### config.mk
export PLATFORM = sky130hd
export DESIGN_NAME = hdse_encoder
export DESIGN_NICKNAME = d
export VERILOG_FILES = /design/src/hdse_ms_timer.v /design/src/hdse_encoder.v
export VERILOG_INCLUDE_DIRS = /design/src /design/src/common
export SDC_FILE = /design/constraint.sdc
export NUM_CORES = 1
export LEC_CHECK = 0
export BUFFER_PORTS_ARGS = -buffer_cell sky130_fd_sc_hd__clkbuf_2
export CORE_MARGIN = 3
export CORE_UTILIZATION = 51
export CTS_CLUSTER_DIAMETER = 30
export CTS_CLUSTER_SIZE = 40
export DETAILED_ROUTE_END_ITERATION = 10
export MAX_ROUTING_LAYER = met4
export PLACE_DENSITY = 0.73
export SLEW_MARGIN = 15
export SYNTH_ARGS = -nofsm -noshare
export SYNTH_HDL_FRONTEND = slang
export SYNTH_SLANG_ARGS = --single-unit
### constraint.sdc
create_clock -name clk -period 1.8 [get_ports clk]
set_input_delay 0.27 -clock clk [delete_from_list [all_inputs] [get_ports clk]]
set_output_delay 0.27 -clock clk [all_outputs]
set_load 0.005 [all_outputs]
### src/common/hdse_regs.vh
`ifndef HDSE_REGS_VH
`define HDSE_REGS_VH
// Drive kinds.
`define HDSE_DRV_POLE         2'h0
`define HDSE_DRV_VALVE_A      2'h1
`define HDSE_DRV_VALVE_B      2'h2
`define HDSE_DRV_SIMPLE       2'h3
// Pump models steering the fourth contactor.
`define HDSE_PUMP_SOFT        2'h0
`define HDSE_PUMP_STAR_DELTA  2'h1
`define HDSE_PUMP_INVERTER    2'h2
`define HDSE_PUMP_UP_ONLY     2'h3
// Speed classes.
`define HDSE_SPD_CREEP        3'h0
`define HDSE_SPD_SLOW         3'h1
`define HDSE_SPD_MEDIUM       3'h2
`define HDSE_SPD_INTER        3'h3
`define HDSE_SPD_RATED        3'h4
`define HDSE_SPD_INSPECT      3'h5
`define HDSE_SPD_RESCUE       3'h6
`define HDSE_SPD_RELEVEL      3'h7
// Control output bit positions (output n sits at bit n-1).
`define HDSE_OUT1             0
`define HDSE_OUT2             1
`define HDSE_OUT3             2
`define HDSE_OUT4             3
`define HDSE_OUT5             4
`define HDSE_OUT6             5
`define HDSE_OUT7             6
`define HDSE_OUT8             7
// Timing.
`define HDSE_CLK_HZ           125000000
`define HDSE_TICK_US          1000
`define HDSE_TICK_CYCLES      ((`HDSE_CLK_HZ / 1000000) * `HDSE_TICK_US)
`define HDSE_AFTERRUN_OFF     16'h0000
`endif

### src/hdse_ms_timer.v
`timescale 1ns/1ps
`include "hdse_regs.vh"

// After-run timer: counts whole milliseconds once its source falls.
module hdse_ms_timer #(
  parameter W = 16
) (
  input  wire         clk,
  input  wire         rst_n,
  input  wire         ms_tick,
  input  wire         src_on,
  input  wire         abort,
  input  wire [W-1:0] delay_ms,
  output reg          active
);
  reg [W-1:0] count_reg;
  reg         src_d_reg;

  ////////////////////////////////////////////////////////////////////////////
  // A falling source loads the delay; zero delay means the after-run is off.
  always @(posedge clk or negedge rst_n) begin
    if (!rst_n) begin
      count_reg <= {W{1'b0}};
      src_d_reg <= 1'b0;
      active    <= 1'b0;
    end else begin
      src_d_reg <= src_on;
      if (src_on || abort) begin
        count_reg <= {W{1'b0}};
        active    <= 1'b0;
      end else if (src_d_reg && delay_ms != {W{1'b0}}) begin
        count_reg <= delay_ms;
        active    <= 1'b1;
      end else if (active && ms_tick) begin
        count_reg <= count_reg - {{(W-1){1'b0}}, 1'b1};
        if (count_reg == {{(W-1){1'b0}}, 1'b1})
          active <= 1'b0;
      end
    end
  end
endmodule // hdse_ms_timer

### src/hdse_encoder.v
`timescale 1ns/1ps
`include "hdse_regs.vh"

// Behaviour
// - Pole-changing motor uses only up, down, fast and slow contactors.
// - Fourth contactor role follows pump model: soft, star-delta, inverter, up-only.
// - With ramp option on, valves stay off until ramp-up done.
// - Readiness input used only when its option is enabled.
// - Simple hydraulics get slow-up valve output with configurable after-run.
// - Pump after-run applies to upward travel only.
// - After-runs are millisecond values, disabled after reset until set.
// - Creep and relevel drive only output 7 up or 8 down.
// - Variant A slow/medium/intermediate: 7+5 or 8+6 plus 1, 2, 3.
// - Variant A rated speed: 7+5 up or 8+6 down only.
// - Variant A inspection and rescue: 7+5+4 up or 8+6+4 down.
// - Variant B slow 7+3 or 8+3; medium 7+5 or 8+6.
// - Variant B inspection and rescue: 7+4 up or 8+4 down.
// - Ten numbered drive control outputs, each routable to any terminal.
// - Variant A safety-valve feedback monitored on its run-state input.
// - Variant B ready, run and pump-up feedbacks each on own input.
// - Pump-up enable feedback used only when its option is enabled.
module hdse_encoder #(
  parameter MS_W     = 16,
  parameter TICK_CYC = `HDSE_TICK_CYCLES
) (
  input  wire            clk,
  input  wire            rst_n,
  input  wire [1:0]      drive_kind,
  input  wire [1:0]      pump_model,
  input  wire            ramp_option,
  input  wire            ready_option,
  input  wire            pump_up_option,
  input  wire [MS_W-1:0] slow_up_afterrun_ms,
  input  wire [MS_W-1:0] pump_afterrun_ms,
  input  wire            travel_up,
  input  wire            travel_down,
  input  wire [2:0]      speed_class,
  input  wire            ramp_done_pin,
  input  wire            drive_ready_pin,
  input  wire            safety_valve_feedback_pin,
  input  wire            valve_ready_pin,
  input  wire            pump_up_enable_pin,
  output reg             up_contactor,
  output reg             down_contactor,
  output reg             fast_contactor,
  output reg             aux_pump_contactor,
  output reg  [9:0]      drive_ctrl,
  output reg             slow_up_valve,
  output reg             drive_not_ready,
  output reg             valve_run_state,
  output reg             valve_ready_state,
  output reg             pump_up_blocked
);

  ////////////////////////////////////////////////////////////////////////////
  // Pin synchronisers: first stage feeds only the second stage.
  // The five feedback pins are asynchronous to clk, so each one passes two
  // flip-flops before any decoding logic may look at it.
  localparam NPIN = 5;
  wire [NPIN-1:0] pin_raw;
  wire [NPIN-1:0] pin_sync;
  wire            ramp_done_s  = pin_sync[0];
  wire            ready_s      = pin_sync[1];
  wire            sv_run_s     = pin_sync[2];
  wire            sv_ready_s   = pin_sync[3];
  wire            pump_en_s    = pin_sync[4];

  // Lane order fixes which synchroniser carries which feedback pin.
  assign pin_raw = {pump_up_enable_pin, valve_ready_pin,
                    safety_valve_feedback_pin, drive_ready_pin, ramp_done_pin};

  // One two-stage synchroniser per feedback pin.
  genvar gp;
  generate
    for (gp = 0; gp < NPIN; gp = gp + 1) begin : g_pin_sync
      reg s1_reg;
      reg s2_reg;
      // Reset clears both stages, so no false feedback follows reset.
      always @(posedge clk or negedge rst_n) begin
        if (!rst_n) begin
          s1_reg <= 1'b0;
          s2_reg <= 1'b0;
        end else begin
          s1_reg <= pin_raw[gp];
          s2_reg <= s1_reg;
        end
      end
      assign pin_sync[gp] = s2_reg;
    end
  endgenerate

  ////////////////////////////////////////////////////////////////////////////
  // Millisecond tick from the system clock.
  // Both after-run timers share this one divider, so they count in the same
  // millisecond grid. An after-run therefore lasts between its setting minus
  // one and its setting in whole ticks, a phase error the user must allow for.
  // The divider runs freely rather than restarting per stop, which saves a
  // counter per timer at the cost of that phase error.
  localparam TW = 17;
  reg [TW-1:0] tick_cnt_reg;
  reg          ms_tick_reg;

  // Free-running divider; one pulse per millisecond.
  always @(posedge clk or negedge rst_n) begin
    if (!rst_n) begin
      tick_cnt_reg <= {TW{1'b0}};
      ms_tick_reg  <= 1'b0;
    end else if (tick_cnt_reg == TICK_CYC[TW-1:0] - {{(TW-1){1'b0}}, 1'b1}) begin
      tick_cnt_reg <= {TW{1'b0}};
      ms_tick_reg  <= 1'b1;
    end else begin
      tick_cnt_reg <= tick_cnt_reg + {{(TW-1){1'b0}}, 1'b1};
      ms_tick_reg  <= 1'b0;
    end
  end

  ////////////////////////////////////////////////////////////////////////////
  // Travel qualification.
  // Both directions at once is treated as no travel at all, the safe reading
  // of a contradictory request. Readiness and pump-up enable refuse travel
  // only when their options are on; otherwise the pins are ignored, so an
  // unwired input cannot stall the car.
  // The pump-up enable never blocks a pole-changing motor, which has no pump.
  wire is_pole    = (drive_kind == `HDSE_DRV_POLE);
  wire is_var_a   = (drive_kind == `HDSE_DRV_VALVE_A);
  wire is_var_b   = (drive_kind == `HDSE_DRV_VALVE_B);
  wire is_simple  = (drive_kind == `HDSE_DRV_SIMPLE);
  wire both_dir   = travel_up & travel_down;
  wire req_up     = travel_up & ~both_dir;
  wire req_down   = travel_down & ~both_dir;
  // Readiness gates travel only when its option is set.
  wire ready_ok   = ~ready_option | ready_s;
  // The pump-up feedback gates upward hydraulic travel only when enabled.
  wire pump_up_ok = ~pump_up_option | pump_en_s;
  wire go_up      = req_up & ready_ok & (is_pole | pump_up_ok);
  wire go_down    = req_down & ready_ok;
  wire moving     = go_up | go_down;
  // Valves wait for the soft starter ramp when that option is on.
  wire valves_ok  = ~ramp_option | ramp_done_s;
  wire fast_spd   = (speed_class == `HDSE_SPD_MEDIUM) |
                    (speed_class == `HDSE_SPD_INTER)  |
                    (speed_class == `HDSE_SPD_RATED);

  ////////////////////////////////////////////////////////////////////////////
  // Valve encoding for the selected variant, direction and speed.
  // Outputs 7 and 8 carry the direction for every valve block. Variant A
  // adds 5 or 6 as a second direction valve for all but creep and relevel,
  // plus one speed valve out of 1 to 4 except at rated speed. Variant B uses 3, 5 or 6, or 4 on
  // top of the direction output.
  // Speeds that a variant does not map fall back to the bare direction
  // output, the slowest safe choice. The ramp gate clears the whole pattern
  // last, so no valve can open ahead of the soft starter at any speed.
  reg [9:0] code;

  always @* begin
    code = 10'h000;
    if (go_up)
      code[`HDSE_OUT7] = 1'b1;
    if (go_down)
      code[`HDSE_OUT8] = 1'b1;
    if (moving && is_var_a) begin
      case (speed_class)
        `HDSE_SPD_SLOW: begin
          code[`HDSE_OUT5] = go_up;
          code[`HDSE_OUT6] = go_down;
          code[`HDSE_OUT1] = 1'b1;
        end
        `HDSE_SPD_MEDIUM: begin
          code[`HDSE_OUT5] = go_up;
          code[`HDSE_OUT6] = go_down;
          code[`HDSE_OUT2] = 1'b1;
        end
        `HDSE_SPD_INTER: begin
          code[`HDSE_OUT5] = go_up;
          code[`HDSE_OUT6] = go_down;
          code[`HDSE_OUT3] = 1'b1;
        end
        `HDSE_SPD_RATED: begin
          code[`HDSE_OUT5] = go_up;
          code[`HDSE_OUT6] = go_down;
        end
        `HDSE_SPD_INSPECT, `HDSE_SPD_RESCUE: begin
          code[`HDSE_OUT5] = go_up;
          code[`HDSE_OUT6] = go_down;
          code[`HDSE_OUT4] = 1'b1;
        end
        default: begin
          code[`HDSE_OUT1] = 1'b0;
        end
      endcase
    end else if (moving && is_var_b) begin
      case (speed_class)
        `HDSE_SPD_SLOW: begin
          code[`HDSE_OUT3] = 1'b1;
        end
        `HDSE_SPD_MEDIUM: begin
          code[`HDSE_OUT5] = go_up;
          code[`HDSE_OUT6] = go_down;
        end
        `HDSE_SPD_INSPECT, `HDSE_SPD_RESCUE: begin
          code[`HDSE_OUT4] = 1'b1;
        end
        default: begin
          code[`HDSE_OUT1] = 1'b0;
        end
      endcase
    end
    // Pole-changing motors and the simple drive use no numbered outputs.
    if (is_pole || is_simple || !valves_ok)
      code = 10'h000;
  end

  ////////////////////////////////////////////////////////////////////////////
  // After-run timers.
  // Both timers abort on a down request: the pump must never run on after a
  // downward run, and a slow-up valve held open while descending would fight
  // the down valve.
  wire slow_up_src = go_up & is_simple & ~fast_spd & valves_ok;
  wire pump_src    = go_up & ~is_pole;
  wire slow_up_run;
  wire pump_run;

  // Slow-up valve after-run; a zero setting (reset value) disables it.
  hdse_ms_timer #(.W(MS_W)) u_slow_up_timer (
    .clk      (clk),
    .rst_n    (rst_n),
    .ms_tick  (ms_tick_reg),
    .src_on   (slow_up_src),
    .abort    (go_down),
    .delay_ms (slow_up_afterrun_ms),
    .active   (slow_up_run)
  );

  // Pump after-run follows upward travel only; down travel cancels it.
  hdse_ms_timer #(.W(MS_W)) u_pump_timer (
    .clk      (clk),
    .rst_n    (rst_n),
    .ms_tick  (ms_tick_reg),
    .src_on   (pump_src),
    .abort    (go_down),
    .delay_ms (pump_afterrun_ms),
    .active   (pump_run)
  );

  // A timer output rises one edge after its source falls, so the edge at
  // which the source drops is bridged here. Without it the contactor or the
  // slow-up valve would drop out for one cycle before the after-run takes over.
  reg  pump_src_d_reg;
  reg  slow_src_d_reg;
  wire pump_load = pump_src_d_reg & ~pump_src & ~go_down &
                   (pump_afterrun_ms != {MS_W{1'b0}});
  wire slow_load = slow_src_d_reg & ~slow_up_src & ~go_down &
                   (slow_up_afterrun_ms != {MS_W{1'b0}});
  wire pump_hold = pump_run | pump_load;
  wire slow_hold = slow_up_run | slow_load;

  // Previous source levels, used only to spot the switch-off edge.
  always @(posedge clk or negedge rst_n) begin
    if (!rst_n) begin
      pump_src_d_reg <= 1'b0;
      slow_src_d_reg <= 1'b0;
    end else begin
      pump_src_d_reg <= pump_src;
      slow_src_d_reg <= slow_up_src;
    end
  end

  ////////////////////////////////////////////////////////////////////////////
  // Fourth contactor role per drive kind and pump model.
  // On a pole-changing motor this contactor is the slow winding. For pumps
  // the star/delta switch is held off until the ramp gate opens, so the
  // motor stays in star while the valves are still shut.
  reg aux_next;

  always @* begin
    aux_next = 1'b0;
    if (is_pole) begin
      aux_next = moving & ~fast_spd;
    end else begin
      case (pump_model)
        `HDSE_PUMP_SOFT:       aux_next = go_up | pump_hold;
        `HDSE_PUMP_STAR_DELTA: aux_next = (go_up | pump_hold) & valves_ok;
        `HDSE_PUMP_INVERTER:   aux_next = moving | pump_hold;
        `HDSE_PUMP_UP_ONLY:    aux_next = go_up | pump_hold;
        default:               aux_next = 1'b0;
      endcase
    end
  end

  ////////////////////////////////////////////////////////////////////////////
  // Registered outputs; contactors and slow-up valve fall when idle and timers have expired.
  // Every output comes straight from a flip-flop so that pins never show
  // decoding glitches; the cost is one clock of latency, far below any
  // contactor's own switching time.
  always @(posedge clk or negedge rst_n) begin
    if (!rst_n) begin
      up_contactor       <= 1'b0;
      down_contactor     <= 1'b0;
      fast_contactor     <= 1'b0;
      aux_pump_contactor <= 1'b0;
      slow_up_valve      <= 1'b0;
      drive_not_ready    <= 1'b0;
      valve_run_state    <= 1'b0;
      valve_ready_state  <= 1'b0;
      pump_up_blocked    <= 1'b0;
    end else begin
      up_contactor       <= go_up | pump_hold;
      down_contactor     <= go_down;
      fast_contactor     <= moving & fast_spd;
      aux_pump_contactor <= aux_next;
      slow_up_valve      <= slow_up_src | slow_hold;
      drive_not_ready    <= ready_option & ~ready_s;
      valve_run_state    <= sv_run_s;
      valve_ready_state  <= is_var_b & sv_ready_s;
      pump_up_blocked    <= pump_up_option & ~pump_en_s & req_up;
    end
  end

  ////////////////////////////////////////////////////////////////////////////
  // Numbered control outputs, one flip-flop per output. Outputs 9 and 10
  // exist for terminal routing, but no mapping here asserts them, so their
  // code bits stay low.
  genvar gc;
  generate
    for (gc = 0; gc < 10; gc = gc + 1) begin : g_ctrl_out
      // Each output falls with its code bit when travel ends.
      always @(posedge clk or negedge rst_n) begin
        if (!rst_n)
          drive_ctrl[gc] <= 1'b0;
        else
          drive_ctrl[gc] <= code[gc];
      end
    end
  endgenerate
endmodule // hdse_encoder

==> results of run 1 <==
-- how the worst max path moves through the flow --
stage / from / to / slack, ns / cells past startpoint
final: tick_cnt_reg[12] / tick_cnt_reg[16] / 0.03 / 5
after global routing: tick_cnt_reg[12] / tick_cnt_reg[14] / -0.07 / 5
after CTS: tick_cnt_reg[9] / tick_cnt_reg[14] / 0.03 / 5
after detailed placement: tick_cnt_reg[9] / tick_cnt_reg[14] / 0.04 / 5
after global placement: drive_kind[0] / u_slow_up_timer.count_reg[3] / 0.09 / 8
after floorplan: drive_kind[0] / u_slow_up_timer.count_reg[7] / 0.005 / 9
-- what timing repair did --
item / CTS / global route
endpoints found under the setup margin: 0 / 12
hold buffers: 1 / 1
gates resized for setup: 0 / 4
setup buffers: 0 / 3
hold endpoints to repair: 29 / 1
-- synthesized netlist by cell type, types with 6 or more instances --
cell type	count	area, um^2
sky130_fd_sc_hd__ha_1	11	138
sky130_fd_sc_hd__xor2_1	15	131
sky130_fd_sc_hd__nand4_1	7	43.8
sky130_fd_sc_hd__a21oi_1	7	35.0
sky130_fd_sc_hd__nand3_1	12	60.1
sky130_fd_sc_hd__o21ai_0	9	45.0
sky130_fd_sc_hd__nor2_1	56	210
sky130_fd_sc_hd__inv_1	16	60.1
sky130_fd_sc_hd__nor4_1	13	81.3
sky130_fd_sc_hd__clkbuf_1	10	37.5
sky130_fd_sc_hd__nand3b_1	6	45.0
sky130_fd_sc_hd__nand2_1	27	101
sky130_fd_sc_hd__nor3_1	10	50.1
sky130_fd_sc_hd__a211oi_1	27	203
sky130_fd_sc_hd__xnor2_1	26	228
sky130_fd_sc_hd__dfrtp_1	81	2030
-- report_power, final --
| group | internal [mW] | total, mW | switching [mW] |
|---|---|---|---|
| clock network | 0.546 | 1.23 | 0.680 |
| logic | 0.304 | 0.606 | 0.301 |
| registers | 1.93 | 2.03 | 0.104 |
-- stage by stage --
step           hold WS (ns)  instance area (um^2)  total power, mW
2_1_floorplan       -0.0256                  4090             2.38
3_3_place_gp          0.219                  4730             2.64
3_5_place_dp          0.227                  4730             2.66
4_1_cts             0.00225                  4920             3.89
5_1_grt              0.0116                  4970             4.06
6_report             0.0261                  4970             3.86
-- cell families (layout without fill, tap and decap cells) --
kind of cell | after synthesis | in the layout | share of synthesized area, %
AO/OA/AOI/OAI | 61 | 61 | 10.8
XOR/XNOR | 41 | 41 | 8.80
adder cells (fa/ha/maj) | 11 | 11 | 3.37
buffers and inverters | 34 | 137 | 3.62
flip-flops | 81 | 81 | 49.7
other | 1 | 2 | 0.0919
AND/OR/NAND/NOR | 168 | 168 | 23.6
-- worst reg2reg max path, cell delays in order, from the launching register on --
cell                       delay (ns)
sky130_fd_sc_hd__dfrtp_1         0.42
sky130_fd_sc_hd__or4b_4          0.56
sky130_fd_sc_hd__nor4_4          0.34
sky130_fd_sc_hd__buf_4           0.18
sky130_fd_sc_hd__nand3b_1        0.09
sky130_fd_sc_hd__o21ai_0         0.07
-- area by class of cell --
type                    instances  area (um^2)  area share, %
flip-flops and latches         81         2030           40.8
repair buffers                105          653           13.1
well taps                      99          124           2.49
clock inverters                 5         41.3          0.830
multi-input cells             283         1930           38.7
clock buffers                  11          141           2.84
inverters                      16         60.1           1.21
-- routing by layer --
layer  up-vias  part of all wire, %
met5         -                    0
met4         0                  1.4
met3        11                  5.4
met2        89                   47
met1      1599                   46
li1       1597                    -
==> out/qor.json, run 1 <==
{
  "grt_antenna_before_repair": {"value": 0},
  "synthesis.instances": {"value": 397},
  "cts-root-buf": {"value": "sky130_fd_sc_hd__clkbuf_8"},
  "finalCoreUtilization": {"value": 66.1, "unit": "%"},
  "worst-path-max-fanout": {"value": 5},
  "clock-skew-final": {"value": 0.0125, "unit": "ns"},
  "synthesis.area_per_instance": {"value": 10.3, "unit": "um^2"},
  "drt-pass1-iter-count": {"value": 4},
  "holdCritStartpoint": {"value": "drive_ready_pin"},
  "drt_iter0_markers": {"value": 127},
  "rows": {"value": 31},
  "grt_max_degree": {"value": 38},
  "maxClockFrequency": {"value": 566, "unit": "MHz"},
  "total_i_o_pin_count": {"value": 70},
  "synthesis.yosys.warnings": {"value": 0},
  "most-common-layout-cells": {"value": "sky130_fd_sc_hd__dfrtp_1 (81), sky130_fd_sc_hd__clkbuf_2 (66), sky130_fd_sc_hd__nor2_1 (56)"},
  "routabilityCongestion": {"value": 0.886},
  "finalMaxSlewViolations": {"value": 0},
  "number_of_global_route_vias_before_repair": {"value": 3291},
  "cell_at_the_slowest_stage_of_the_critical_path": {"value": "sky130_fd_sc_hd__or4b_4"},
  "dp_hpwl": {"value": 6600, "unit": "um"},
  "fp.dieH": {"value": 95.5, "unit": "um"},
  "detailedPlace.worstSlack": {"value": 0.0387, "unit": "ns"},
  "power.density_cell_area": {"value": 777, "unit": "mW/mm^2"},
  "use_met1": {"value": 28.4, "unit": "%"},
  "cts_buffers": {"value": 9},
  "filler_cell_count": {"value": 598},
  "ant_nets": {"value": 0},
  "r2r_end": {"value": "tick_cnt_reg[16]"},
  "status": {"value": "complete, no violations"},
  "finalNonFillerCells": {"value": 600},
  "numnets_final": {"value": 558},
  "worst_ep_required_time": {"value": 2.04, "unit": "ns"},
  "post-route-min-period": {"value": 1.77, "unit": "ns"},
  "cts_tree": {"value": "done"},
  "crit_path_max_incr_delay": {"value": 0.56, "unit": "ns"},
  "min_delay_path_depth": {"value": 1},
  "finalHoldViolations": {"value": 0},
  "avgRoutedWirePerCell": {"value": 14.6, "unit": "um"},
  "floorplan.initialDensity": {"value": 54.2, "unit": "%"},
  "antenna_cells_inserted": {"value": 0},
  "synth-seq-cells": {"value": 81},
  "yosysSeqAreaShare": {"value": 49.7, "unit": "%"},
  "grtUsageMet2": {"value": 33.1, "unit": "%"},
  "route.detailed.drc": {"value": 0},
  "routed_wirelength": {"value": 8750, "unit": "um"},
  "global_route_total_overflow": {"value": 0},
  "worstPathCellList": {"value": "or4b_4, nor4_4, buf_4, nand3b_1, o21ai_0"},
  "total_leakage_power": {"value": 2.30, "unit": "nW"},
  "drt-vias-per-instance": {"value": 5.49},
  "die_area": {"value": 0.00911, "unit": "mm^2"},
  "layout_cells_sized_above_1": {"value": 27.5, "unit": "%"},
  "place_inst": {"value": 579},
  "clk-insertion-delay-late": {"value": 0.35, "unit": "ns"},
  "max_cap_violations": {"value": 0},
  "fp.dieW": {"value": 95.5, "unit": "um"},
  "cts-htree-levels": {"value": 3},
  "groute.layer.met3.usage": {"value": 4.34, "unit": "%"},
  "critical_path_arrival": {"value": 2.01, "unit": "ns"},
  "layout.cells.most_common": {"value": "sky130_fd_sc_hd__dfrtp_1"},
  "r2r_setup_slack": {"value": 0.03, "unit": "ns"},
  "timing.critical_path.from_type": {"value": "register"},
  "placement.io_buffers": {"value": 67},
  "critical-path-top-delay-family": {"value": "simple AND/OR/NAND/NOR gates"},
  "path_buf_inv": {"value": 1},
  "yosys_most_used_dff": {"value": "sky130_fd_sc_hd__dfrtp_1"},
  "setup_viol_count_final": {"value": 0},
  "core_area": {"value": 0.00752, "unit": "mm^2"},
  "largest_register_ff_count": {"value": 17},
  "reg2reg_depth": {"value": 5},
  "critPathCaptureType": {"value": "register"},
  "hp-class": {"value": "input port to register"},
  "fin_tns_setup": {"value": 0, "unit": "ns"},
  "clkSlewWorstSetupHoldPaths": {"value": 0.09, "unit": "ns"},
  "synth_enable_flop_cells": {"value": 0},
  "hold_path_end": {"value": "g_pin_sync[1].s1_reg"},
  "synth_async_sr_flop_share": {"value": 100, "unit": "%"},
  "reg2reg_from": {"value": "tick_cnt_reg[12]"},
  "clock_tree.buffer_depth": {"value": 2},
  "grt_setup_unrepaired": {"value": "true"},
  "final.setup.worst_slack": {"value": 0.0336, "unit": "ns"},
  "grt_first_pass_wirelength": {"value": 14800, "unit": "um"},
  "clock_sinks": {"value": 81},
  "critical_path_class": {"value": "register to register"},
  "route.vias.total": {"value": 3296},
  "area_delta_synth_final": {"value": 21.8, "unit": "%"},
  "synthesis.area": {"value": 0.00408, "unit": "mm^2"},
  "power.ir.vdd_worst": {"value": 0.432, "unit": "mV"},
  "yosys.cell_types.count": {"value": 51},
  "grt_most_used_layer": {"value": "met2"},
  "gr-usage-all-layers": {"value": 21.4, "unit": "%"},
  "post-route-period-util": {"value": 98.1, "unit": "%"}
}
No activity file was read; power rests on OpenSTA's default activity.
==> run 2: changes to the inputs <==
--- a/config.mk
+++ b/config.mk
@@ -6,14 +6,15 @@
 export SDC_FILE = /design/constraint.sdc
 export NUM_CORES = 1
 export LEC_CHECK = 0
+export ABC_AREA = 1
 export BUFFER_PORTS_ARGS = -buffer_cell sky130_fd_sc_hd__clkbuf_2
 export CORE_MARGIN = 3
-export CORE_UTILIZATION = 51
+export CORE_UTILIZATION = 52
 export CTS_CLUSTER_DIAMETER = 30
 export CTS_CLUSTER_SIZE = 40
 export DETAILED_ROUTE_END_ITERATION = 10
 export MAX_ROUTING_LAYER = met4
-export PLACE_DENSITY = 0.73
+export PLACE_DENSITY = 0.74
 export SLEW_MARGIN = 15
 export SYNTH_ARGS = -nofsm -noshare
 export SYNTH_HDL_FRONTEND = slang
==> out/qor.json, run 2 <==
{
  "drt_iter0_markers": {"value": 175},
  "drt-pass1-iter-count": {"value": 4},
  "grt_max_degree": {"value": 37},
  "route.detailed.drc": {"value": 0},
  "route.vias.total": {"value": 4126},
  "setup_viol_count_final": {"value": 0},
  "clock_tree.buffer_depth": {"value": 2},
  "largest_register_ff_count": {"value": 17},
  "cts-root-buf": {"value": "sky130_fd_sc_hd__clkbuf_8"},
  "finalMaxSlewViolations": {"value": 0},
  "fp.dieH": {"value": 99.1, "unit": "um"},
  "grt_first_pass_wirelength": {"value": 17800, "unit": "um"},
  "worst-path-max-fanout": {"value": 3},
  "post-route-period-util": {"value": 93.9, "unit": "%"},
  "status": {"value": "complete, no violations"},
  "area_delta_synth_final": {"value": 20.2, "unit": "%"},
  "critical_path_class": {"value": "register to register"},
  "synth_enable_flop_cells": {"value": 0},
  "synth_commonest_cells": {"value": "sky130_fd_sc_hd__nand2_1 (121), sky130_fd_sc_hd__inv_1 (87), sky130_fd_sc_hd__dfrtp_1 (81)"},
  "yosys_most_used_dff": {"value": "sky130_fd_sc_hd__dfrtp_1"},
  "number_of_global_route_vias_before_repair": {"value": 4028},
  "yosys.cell_count.top_type": {"value": "sky130_fd_sc_hd__nand2_1"},
  "yosysSeqAreaShare": {"value": 44.9, "unit": "%"},
  "ant_nets": {"value": 0},
  "fp.dieW": {"value": 99.1, "unit": "um"},
  "cts-htree-levels": {"value": 3},
  "gr-usage-all-layers": {"value": 22.5, "unit": "%"},
  "synth.area.top_cells": {"value": "sky130_fd_sc_hd__dfrtp_1 (45%), sky130_fd_sc_hd__nand2_1 (10%), sky130_fd_sc_hd__inv_1 (7.2%), sky130_fd_sc_hd__o21ai_0 (6.9%), sky130_fd_sc_hd__nor2_1 (6.0%)"},
  "critical_path_arrival": {"value": 1.94, "unit": "ns"},
  "clk-insertion-delay-late": {"value": 0.34, "unit": "ns"},
  "finalCoreUtilization": {"value": 65.4, "unit": "%"},
  "net-switching-power": {"value": 1.80, "unit": "mW"},
  "hp-class": {"value": "input port to register"},
  "power.ir.vdd_worst": {"value": 0.597, "unit": "mV"},
  "drt-vias-per-instance": {"value": 5.21},
  "routabilityCongestion": {"value": 0.901},
  "r2r_end": {"value": "tick_cnt_reg[16]"},
  "timing.critical_path.from_type": {"value": "register"},
  "critical_path.endpoint": {"value": "tick_cnt_reg[16]"},
  "startpoint_of_the_most_critical_setup_path": {"value": "tick_cnt_reg[0]"},
  "reg2reg_from": {"value": "tick_cnt_reg[0]"},
  "post-route-min-period": {"value": 1.69, "unit": "ns"},
  "avgRoutedWirePerCell": {"value": 13.0, "unit": "um"},
  "global_route_total_overflow": {"value": 0},
  "synth_async_sr_flop_share": {"value": 100, "unit": "%"},
  "synth_largest_type_area_fraction": {"value": 44.9, "unit": "%"},
  "finalHoldViolations": {"value": 0},
  "maxClockFrequency": {"value": 592, "unit": "MHz"},
  "cts_buffers": {"value": 9},
  "detailedPlace.worstSlack": {"value": -0.0431, "unit": "ns"},
  "comb_power_share": {"value": 29.2, "unit": "%"},
  "clock_sinks": {"value": 81},
  "internal_power": {"value": 3.49, "unit": "mW"},
  "clock-skew-final": {"value": 0.00834, "unit": "ns"},
  "synthDominantAreaCellType": {"value": "sky130_fd_sc_hd__dfrtp_1"},
  "die_area": {"value": 0.00983, "unit": "mm^2"},
  "r2r_setup_slack": {"value": 0.11, "unit": "ns"},
  "filler_cell_count": {"value": 735},
  "antenna_cells_inserted": {"value": 0},
  "synthesis.area": {"value": 0.00451, "unit": "mm^2"},
  "critPathCaptureType": {"value": "register"},
  "synth-seq-cells": {"value": 81},
  "grt_antenna_before_repair": {"value": 0},
  "max_cap_violations": {"value": 0},
  "numnets_final": {"value": 744},
  "cts_tree": {"value": "done"},
  "total_power_after_layout": {"value": 5.29, "unit": "mW"},
  "rows": {"value": 33},
  "power.switching_fraction": {"value": 34.1, "unit": "%"},
  "layout.cells.most_common": {"value": "sky130_fd_sc_hd__nand2_1"},
  "power_share_of_the_clock_group": {"value": 29.0, "unit": "%"},
  "routed_wirelength": {"value": 10300, "unit": "um"},
  "synthesis.area_per_instance": {"value": 7.63, "unit": "um^2"},
  "layout_cells_sized_above_1": {"value": 20.1, "unit": "%"},
  "total_i_o_pin_count": {"value": 70},
  "synthesis.instances": {"value": 591},
  "yosys.cell_types.count": {"value": 34},
  "synthesis.yosys.warnings": {"value": 0},
  "sequentialPowerShare": {"value": 41.8, "unit": "%"},
  "clkSlewWorstSetupHoldPaths": {"value": 0.09, "unit": "ns"},
  "most-common-layout-cells": {"value": "sky130_fd_sc_hd__nand2_1 (119), sky130_fd_sc_hd__inv_1 (87), sky130_fd_sc_hd__dfrtp_1 (81)"},
  "total_leakage_power": {"value": 2.83, "unit": "nW"},
  "power.density_cell_area": {"value": 975, "unit": "mW/mm^2"},
  "floorplan.initialDensity": {"value": 54.3, "unit": "%"},
  "placement.io_buffers": {"value": 67},
  "worst_ep_required_time": {"value": 2.05, "unit": "ns"},
  "dp_hpwl": {"value": 7780, "unit": "um"},
  "core_area": {"value": 0.00830, "unit": "mm^2"},
  "final.setup.worst_slack": {"value": 0.110, "unit": "ns"},
  "reg2reg_depth": {"value": 10}
}
[run 2: power by group through the flow]
stage	logic [mW]	clock network (mW)	registers, mW
after global routing	1.81	1.64	2.24
after detailed placement	1.47	0	2.25
after global placement	1.43	0	2.24
after floorplan	1.07	0	2.20
after CTS	1.49	1.57	2.21
final	1.54	1.54	2.21
[run 2: timing repair]
| item | CTS | global route |
|---|---|---|
| setup buffers | 0 | 3 |
| hold buffers | 1 | 1 |
| hold endpoints to repair | 21 | 1 |
| setup endpoints to repair | 0 | 11 |
| resized for setup | 0 | 15 |
[run 2: cells by family after synthesis]
group,synth area share (%)
XOR/XNOR,3.88
adder cells (fa/ha/maj),3.05
AND/OR/NAND/NOR,28.9
flip-flops,44.9
other,0.0831
buffers and inverters,8.77
AO/OA/AOI/OAI,10.4
[run 2: area by class of cell]
cell class                 count  area, um^2  area share (%)
multi-input combinational    411        2140            39.5
sequential                    81        2030            37.4
timing repair buffer          90         553            10.2
inverter                      89         334            6.16
clock buffer                  10         138            2.54
tap                          105         131            2.42
clock inverter                 6        96.3            1.78
[run 2: critical path, stage by stage, from the launching register on]
cell and delay [ns]:
sky130_fd_sc_hd__dfrtp_1 0.43, sky130_fd_sc_hd__ha_4 0.18, sky130_fd_sc_hd__nand3_4 0.10, sky130_fd_sc_hd__nor2_4 0.14
sky130_fd_sc_hd__nand3_2 0.09, sky130_fd_sc_hd__nor2_2 0.10, sky130_fd_sc_hd__nand2_2 0.09, sky130_fd_sc_hd__nor2_4 0.16
sky130_fd_sc_hd__nand3_1 0.10, sky130_fd_sc_hd__o21ai_1 0.14, sky130_fd_sc_hd__nor2_1 0.05
[run 2: per-layer routing]
metal | global-route usage (%) | wire (um) | vias up
met5 | - | 0 | -
met4 | 5.57 | 69 | 0
met3 | 5.19 | 478 | 6
met2 | 36.7 | 5250 | 85
met1 | 28.6 | 4510 | 1964
li1 | - | - | 2071
[run 2: stage by stage]
step	setup TNS (ns)	area, um^2	cells	hold WS (ns)
3_3_place_gp	0	5090	771	0.194
2_1_floorplan	0	4510	592	-0.0256
4_1_cts	0	5340	788	0.00437
3_5_place_dp	-0.109	5090	771	0.198
6_report	0	5420	792	0.0219
5_1_grt	-0.0669	5420	792	0.00236
[run 2: worst min path at each step]
stage / cells after the start / end / from / slack (ns)
global route: 1 / g_pin_sync[0].s1_reg / ramp_done_pin / 0.002
floorplan: 0 / aux_pump_contactor / rst_n / -0.03
detailed placement: 1 / u_slow_up_timer.count_reg[8] / rst_n / 0.20
global placement: 1 / u_slow_up_timer.count_reg[7] / rst_n / 0.19
finish: 1 / g_pin_sync[0].s1_reg / ramp_done_pin / 0.02
CTS: 1 / g_pin_sync[0].s1_reg / ramp_done_pin / 0.004
==> run 3: changes to the inputs <==
--- a/config.mk
+++ b/config.mk
@@ -6,16 +6,16 @@
 export SDC_FILE = /design/constraint.sdc
 export NUM_CORES = 1
 export LEC_CHECK = 0
-export ABC_AREA = 1
 export BUFFER_PORTS_ARGS = -buffer_cell sky130_fd_sc_hd__clkbuf_2
 export CORE_MARGIN = 3
-export CORE_UTILIZATION = 52
+export CORE_UTILIZATION = 51
 export CTS_CLUSTER_DIAMETER = 30
 export CTS_CLUSTER_SIZE = 40
 export DETAILED_ROUTE_END_ITERATION = 10
 export MAX_ROUTING_LAYER = met4
-export PLACE_DENSITY = 0.74
+export PLACE_DENSITY = 0.73
 export SLEW_MARGIN = 15
 export SYNTH_ARGS = -nofsm -noshare
 export SYNTH_HDL_FRONTEND = slang
+export SYNTH_HIERARCHICAL = 1
 export SYNTH_SLANG_ARGS = --single-unit
==> out/qor.json, run 3 <==
{
  "status": {"value": "finished, violations left"},
  "failed_checks": {"value": "negative setup slack"},
  "finalMaxSlewViolations": {"value": 0},
  "synthDominantAreaCellType": {"value": "sky130_fd_sc_hd__dfrtp_1"},
  "grt_setup_unrepaired": {"value": "true"},
  "yosysSeqAreaShare": {"value": 47.3, "unit": "%"},
  "rows": {"value": 33},
  "cts_tree": {"value": "done"},
  "grt_max_degree": {"value": 43},
  "layout.cells.most_common": {"value": "sky130_fd_sc_hd__dfrtp_1"},
  "hp-class": {"value": "input port to register"},
  "total_i_o_pin_count": {"value": 70},
  "synthesis.area": {"value": 0.00439, "unit": "mm^2"},
  "power.ir.vdd_worst": {"value": 0.458, "unit": "mV"},
  "crit_path_max_incr_delay": {"value": 0.54, "unit": "ns"},
  "seq_area": {"value": 0.00208, "unit": "mm^2"},
  "synth_commonest_cells": {"value": "sky130_fd_sc_hd__dfrtp_1 (83), sky130_fd_sc_hd__nor2_1 (69), sky130_fd_sc_hd__xor2_1 (30)"},
  "route.vias.total": {"value": 3661},
  "synth_enable_flop_cells": {"value": 0},
  "clk-insertion-delay-late": {"value": 0.36, "unit": "ns"},
  "power.density_cell_area": {"value": 761, "unit": "mW/mm^2"},
  "yosys.cell_types.count": {"value": 45},
  "critical_path_arrival": {"value": 2.12, "unit": "ns"},
  "most-common-layout-cells": {"value": "sky130_fd_sc_hd__dfrtp_1 (82), sky130_fd_sc_hd__buf_4 (80), sky130_fd_sc_hd__nor2_1 (69)"},
  "grt_first_pass_wirelength": {"value": 16900, "unit": "um"},
  "largest_register_ff_count": {"value": 17},
  "synth_largest_type_area_fraction": {"value": 47.3, "unit": "%"},
  "die_area": {"value": 0.00976, "unit": "mm^2"},
  "gr-usage-all-layers": {"value": 22.1, "unit": "%"},
  "critPathCaptureType": {"value": "register"},
  "synthesis.yosys.warnings": {"value": 6},
  "ant_nets": {"value": 0},
  "cts_buffers": {"value": 9},
  "post-route-period-util": {"value": 105, "unit": "%"},
  "yosys_most_used_dff": {"value": "sky130_fd_sc_hd__dfrtp_1"},
  "worst_ep_required_time": {"value": 2.04, "unit": "ns"},
  "routabilityCongestion": {"value": 0.877},
  "post-route-min-period": {"value": 1.88, "unit": "ns"},
  "number_of_global_route_vias_before_repair": {"value": 3691},
  "finalHoldWorstSlack": {"value": 0.0189, "unit": "ns"},
  "final.setup.worst_slack": {"value": -0.0828, "unit": "ns"},
  "synthesis.instances": {"value": 410},
  "cts-htree-levels": {"value": 3},
  "routed_wirelength": {"value": 10300, "unit": "um"},
  "synth.area.top_cells": {"value": "sky130_fd_sc_hd__dfrtp_1 (47%), sky130_fd_sc_hd__a211oi_2 (7.4%), sky130_fd_sc_hd__xor2_1 (6.0%), sky130_fd_sc_hd__nor2_1 (5.9%), sky130_fd_sc_hd__ha_1 (3.1%)"},
  "r2r_setup_slack": {"value": -0.08, "unit": "ns"},
  "route.detailed.drc": {"value": 0},
  "area_delta_synth_final": {"value": 29.9, "unit": "%"},
  "dp_hpwl": {"value": 7670, "unit": "um"},
  "critical_path_class": {"value": "register to register"},
  "multiInputGateArea": {"value": 0.00223, "unit": "mm^2"},
  "clock_tree.buffer_depth": {"value": 2},
  "detailedPlace.worstSlack": {"value": -0.170, "unit": "ns"},
  "core_area": {"value": 0.00830, "unit": "mm^2"},
  "floorplan.initialDensity": {"value": 52.9, "unit": "%"},
  "avgRoutedWirePerCell": {"value": 15.4, "unit": "um"},
  "placement.io_buffers": {"value": 67},
  "cts-root-buf": {"value": "sky130_fd_sc_hd__clkbuf_8"},
  "numnets_final": {"value": 621},
  "yosys.cell_count.top_type": {"value": "sky130_fd_sc_hd__dfrtp_1"},
  "synthesis.area_per_instance": {"value": 10.7, "unit": "um^2"},
  "worst-path-max-fanout": {"value": 2},
  "cell_at_the_slowest_stage_of_the_critical_path": {"value": "sky130_fd_sc_hd__or4_4"},
  "setup_viol_count_final": {"value": 2},
  "worstPathCellList": {"value": "or4_4, or4b_4, o31ai_2, a21oi_1"},
  "finalHoldViolations": {"value": 0},
  "antenna_cells_inserted": {"value": 0},
  "clock_sinks": {"value": 83},
  "filler_cell_count": {"value": 629},
  "drt-vias-per-instance": {"value": 5.47},
  "global_route_total_overflow": {"value": 0},
  "grt_antenna_before_repair": {"value": 0},
  "synth_async_sr_flop_share": {"value": 100, "unit": "%"},
  "total_leakage_power": {"value": 2.69, "unit": "nW"},
  "fin_tns_setup": {"value": -0.117, "unit": "ns"},
  "timing.critical_path.from_type": {"value": "register"},
  "max_cap_violations": {"value": 0},
  "clkSlewWorstSetupHoldPaths": {"value": 0.09, "unit": "ns"},
  "drt_iter0_markers": {"value": 180},
  "maxClockFrequency": {"value": 531, "unit": "MHz"},
  "relSlewSlack": {"value": 62.8, "unit": "%"},
  "fp.dieH": {"value": 98.8, "unit": "um"},
  "synth-seq-cells": {"value": 83},
  "tightest_slew": {"value": 0.554, "unit": "ns"},
  "layout_cells_sized_above_1": {"value": 37.9, "unit": "%"},
  "clock-skew-final": {"value": 0.0137, "unit": "ns"},
  "drt-pass1-iter-count": {"value": 4},
  "fp.dieW": {"value": 98.8, "unit": "um"},
  "total_power_after_layout": {"value": 4.34, "unit": "mW"}
}
[run 3: cell count changes after synthesis, sizes merged, moves of 5 or more]
cell | previous run | this run
nand2b | 0 | 6
xnor2 | 2 | 12
inv | 89 | 12
xor2 | 18 | 30
nand3 | 39 | 12
nor3 | 17 | 8
nor4 | 5 | 20
nor2b | 0 | 5
or4 | 0 | 12
o21ai | 67 | 1
a211oi | 1 | 30
and3 | 0 | 5
nor2 | 84 | 69
nand2 | 126 | 24
[run 3: logic make-up (layout without fill, tap and decap cells)]
kind of cell	count (synthesis)	after routing	synth area share [%]
AOI/OAI and AO/OA	55	55	13.1
DFF	83	83	47.3
muxes	2	2	0.456
other	1	2	0.0854
and+or+nand+nor	190	190	24.3
xor gates and xnor gates	42	42	8.38
adders and majority gates	11	11	3.13
buffers and inverters	26	179	3.25
[run 3: path summary, 6_finish.rpt]
check,start,endpoint,cells after the start
setup / recovery,u_slow_up_timer/count_reg[11],u_slow_up_timer/active,4
hold / removal,drive_ready_pin,g_pin_sync[1].s1_reg,1
setup reg to reg,u_slow_up_timer/count_reg[11],u_slow_up_timer/active,4
hold reg to reg,g_pin_sync[0].s1_reg,g_pin_sync[0].s2_reg,0
max in group asynchronous,rst_n,down_contactor,3
min in group asynchronous,rst_n,u_slow_up_timer/count_reg[4],2
[run 3: report_power, final]
part	internal [mW]	switching [mW]	leakage (nW)
clock	0.691	0.709	0.0995
sequential	1.97	0.117	1.09
combinational	0.440	0.408	1.50
total	3.11	1.23	2.69
[run 3: final cells by class]
type	instances	share of cell area (%)
Clock inverter	6	1.25
Multi-Input combinational cell	302	39.1
Timing Repair Buffer	151	17.7
Clock buffer	10	2.41
Inverter	12	0.790
Sequential cell	83	36.4
Tap cell	105	2.30
[run 3: stage by stage]
step / cell area, um^2 / utilization, % / cells
floorplan: 4430 / - / 411
global placement: 5420 / 65.3 / 649
detailed placement: 5420 / 65.3 / 649
CTS: 5640 / 68.0 / 666
global route: 5700 / 68.7 / 669
finish: 5700 / 68.7 / 669
[run 3: timing repair]
action                                  4_1_cts  5_1_grt
endpoints found under the setup margin        2        9
pin swaps                                     0        5
hold buffers                                  1        1
hold endpoints to repair                     17        1
buffers inserted                              0        2
gates resized for setup                       1        8
[run 3: layer usage]
layer | global-route usage [%] | part of all wire (%)
met1 | 29.1 | 43
met2 | 34.3 | 49
met5 | - | 0
met4 | 8.61 | 2.7
met3 | 3.47 | 4.7
[run 3: critical path: cells and delay by family (launching register included)]
kind,cells,cell delay (ns)
AO/OA/AOI/OAI,2,0.35
flip-flops,1,0.39
AND/OR/NAND/NOR,2,1.04
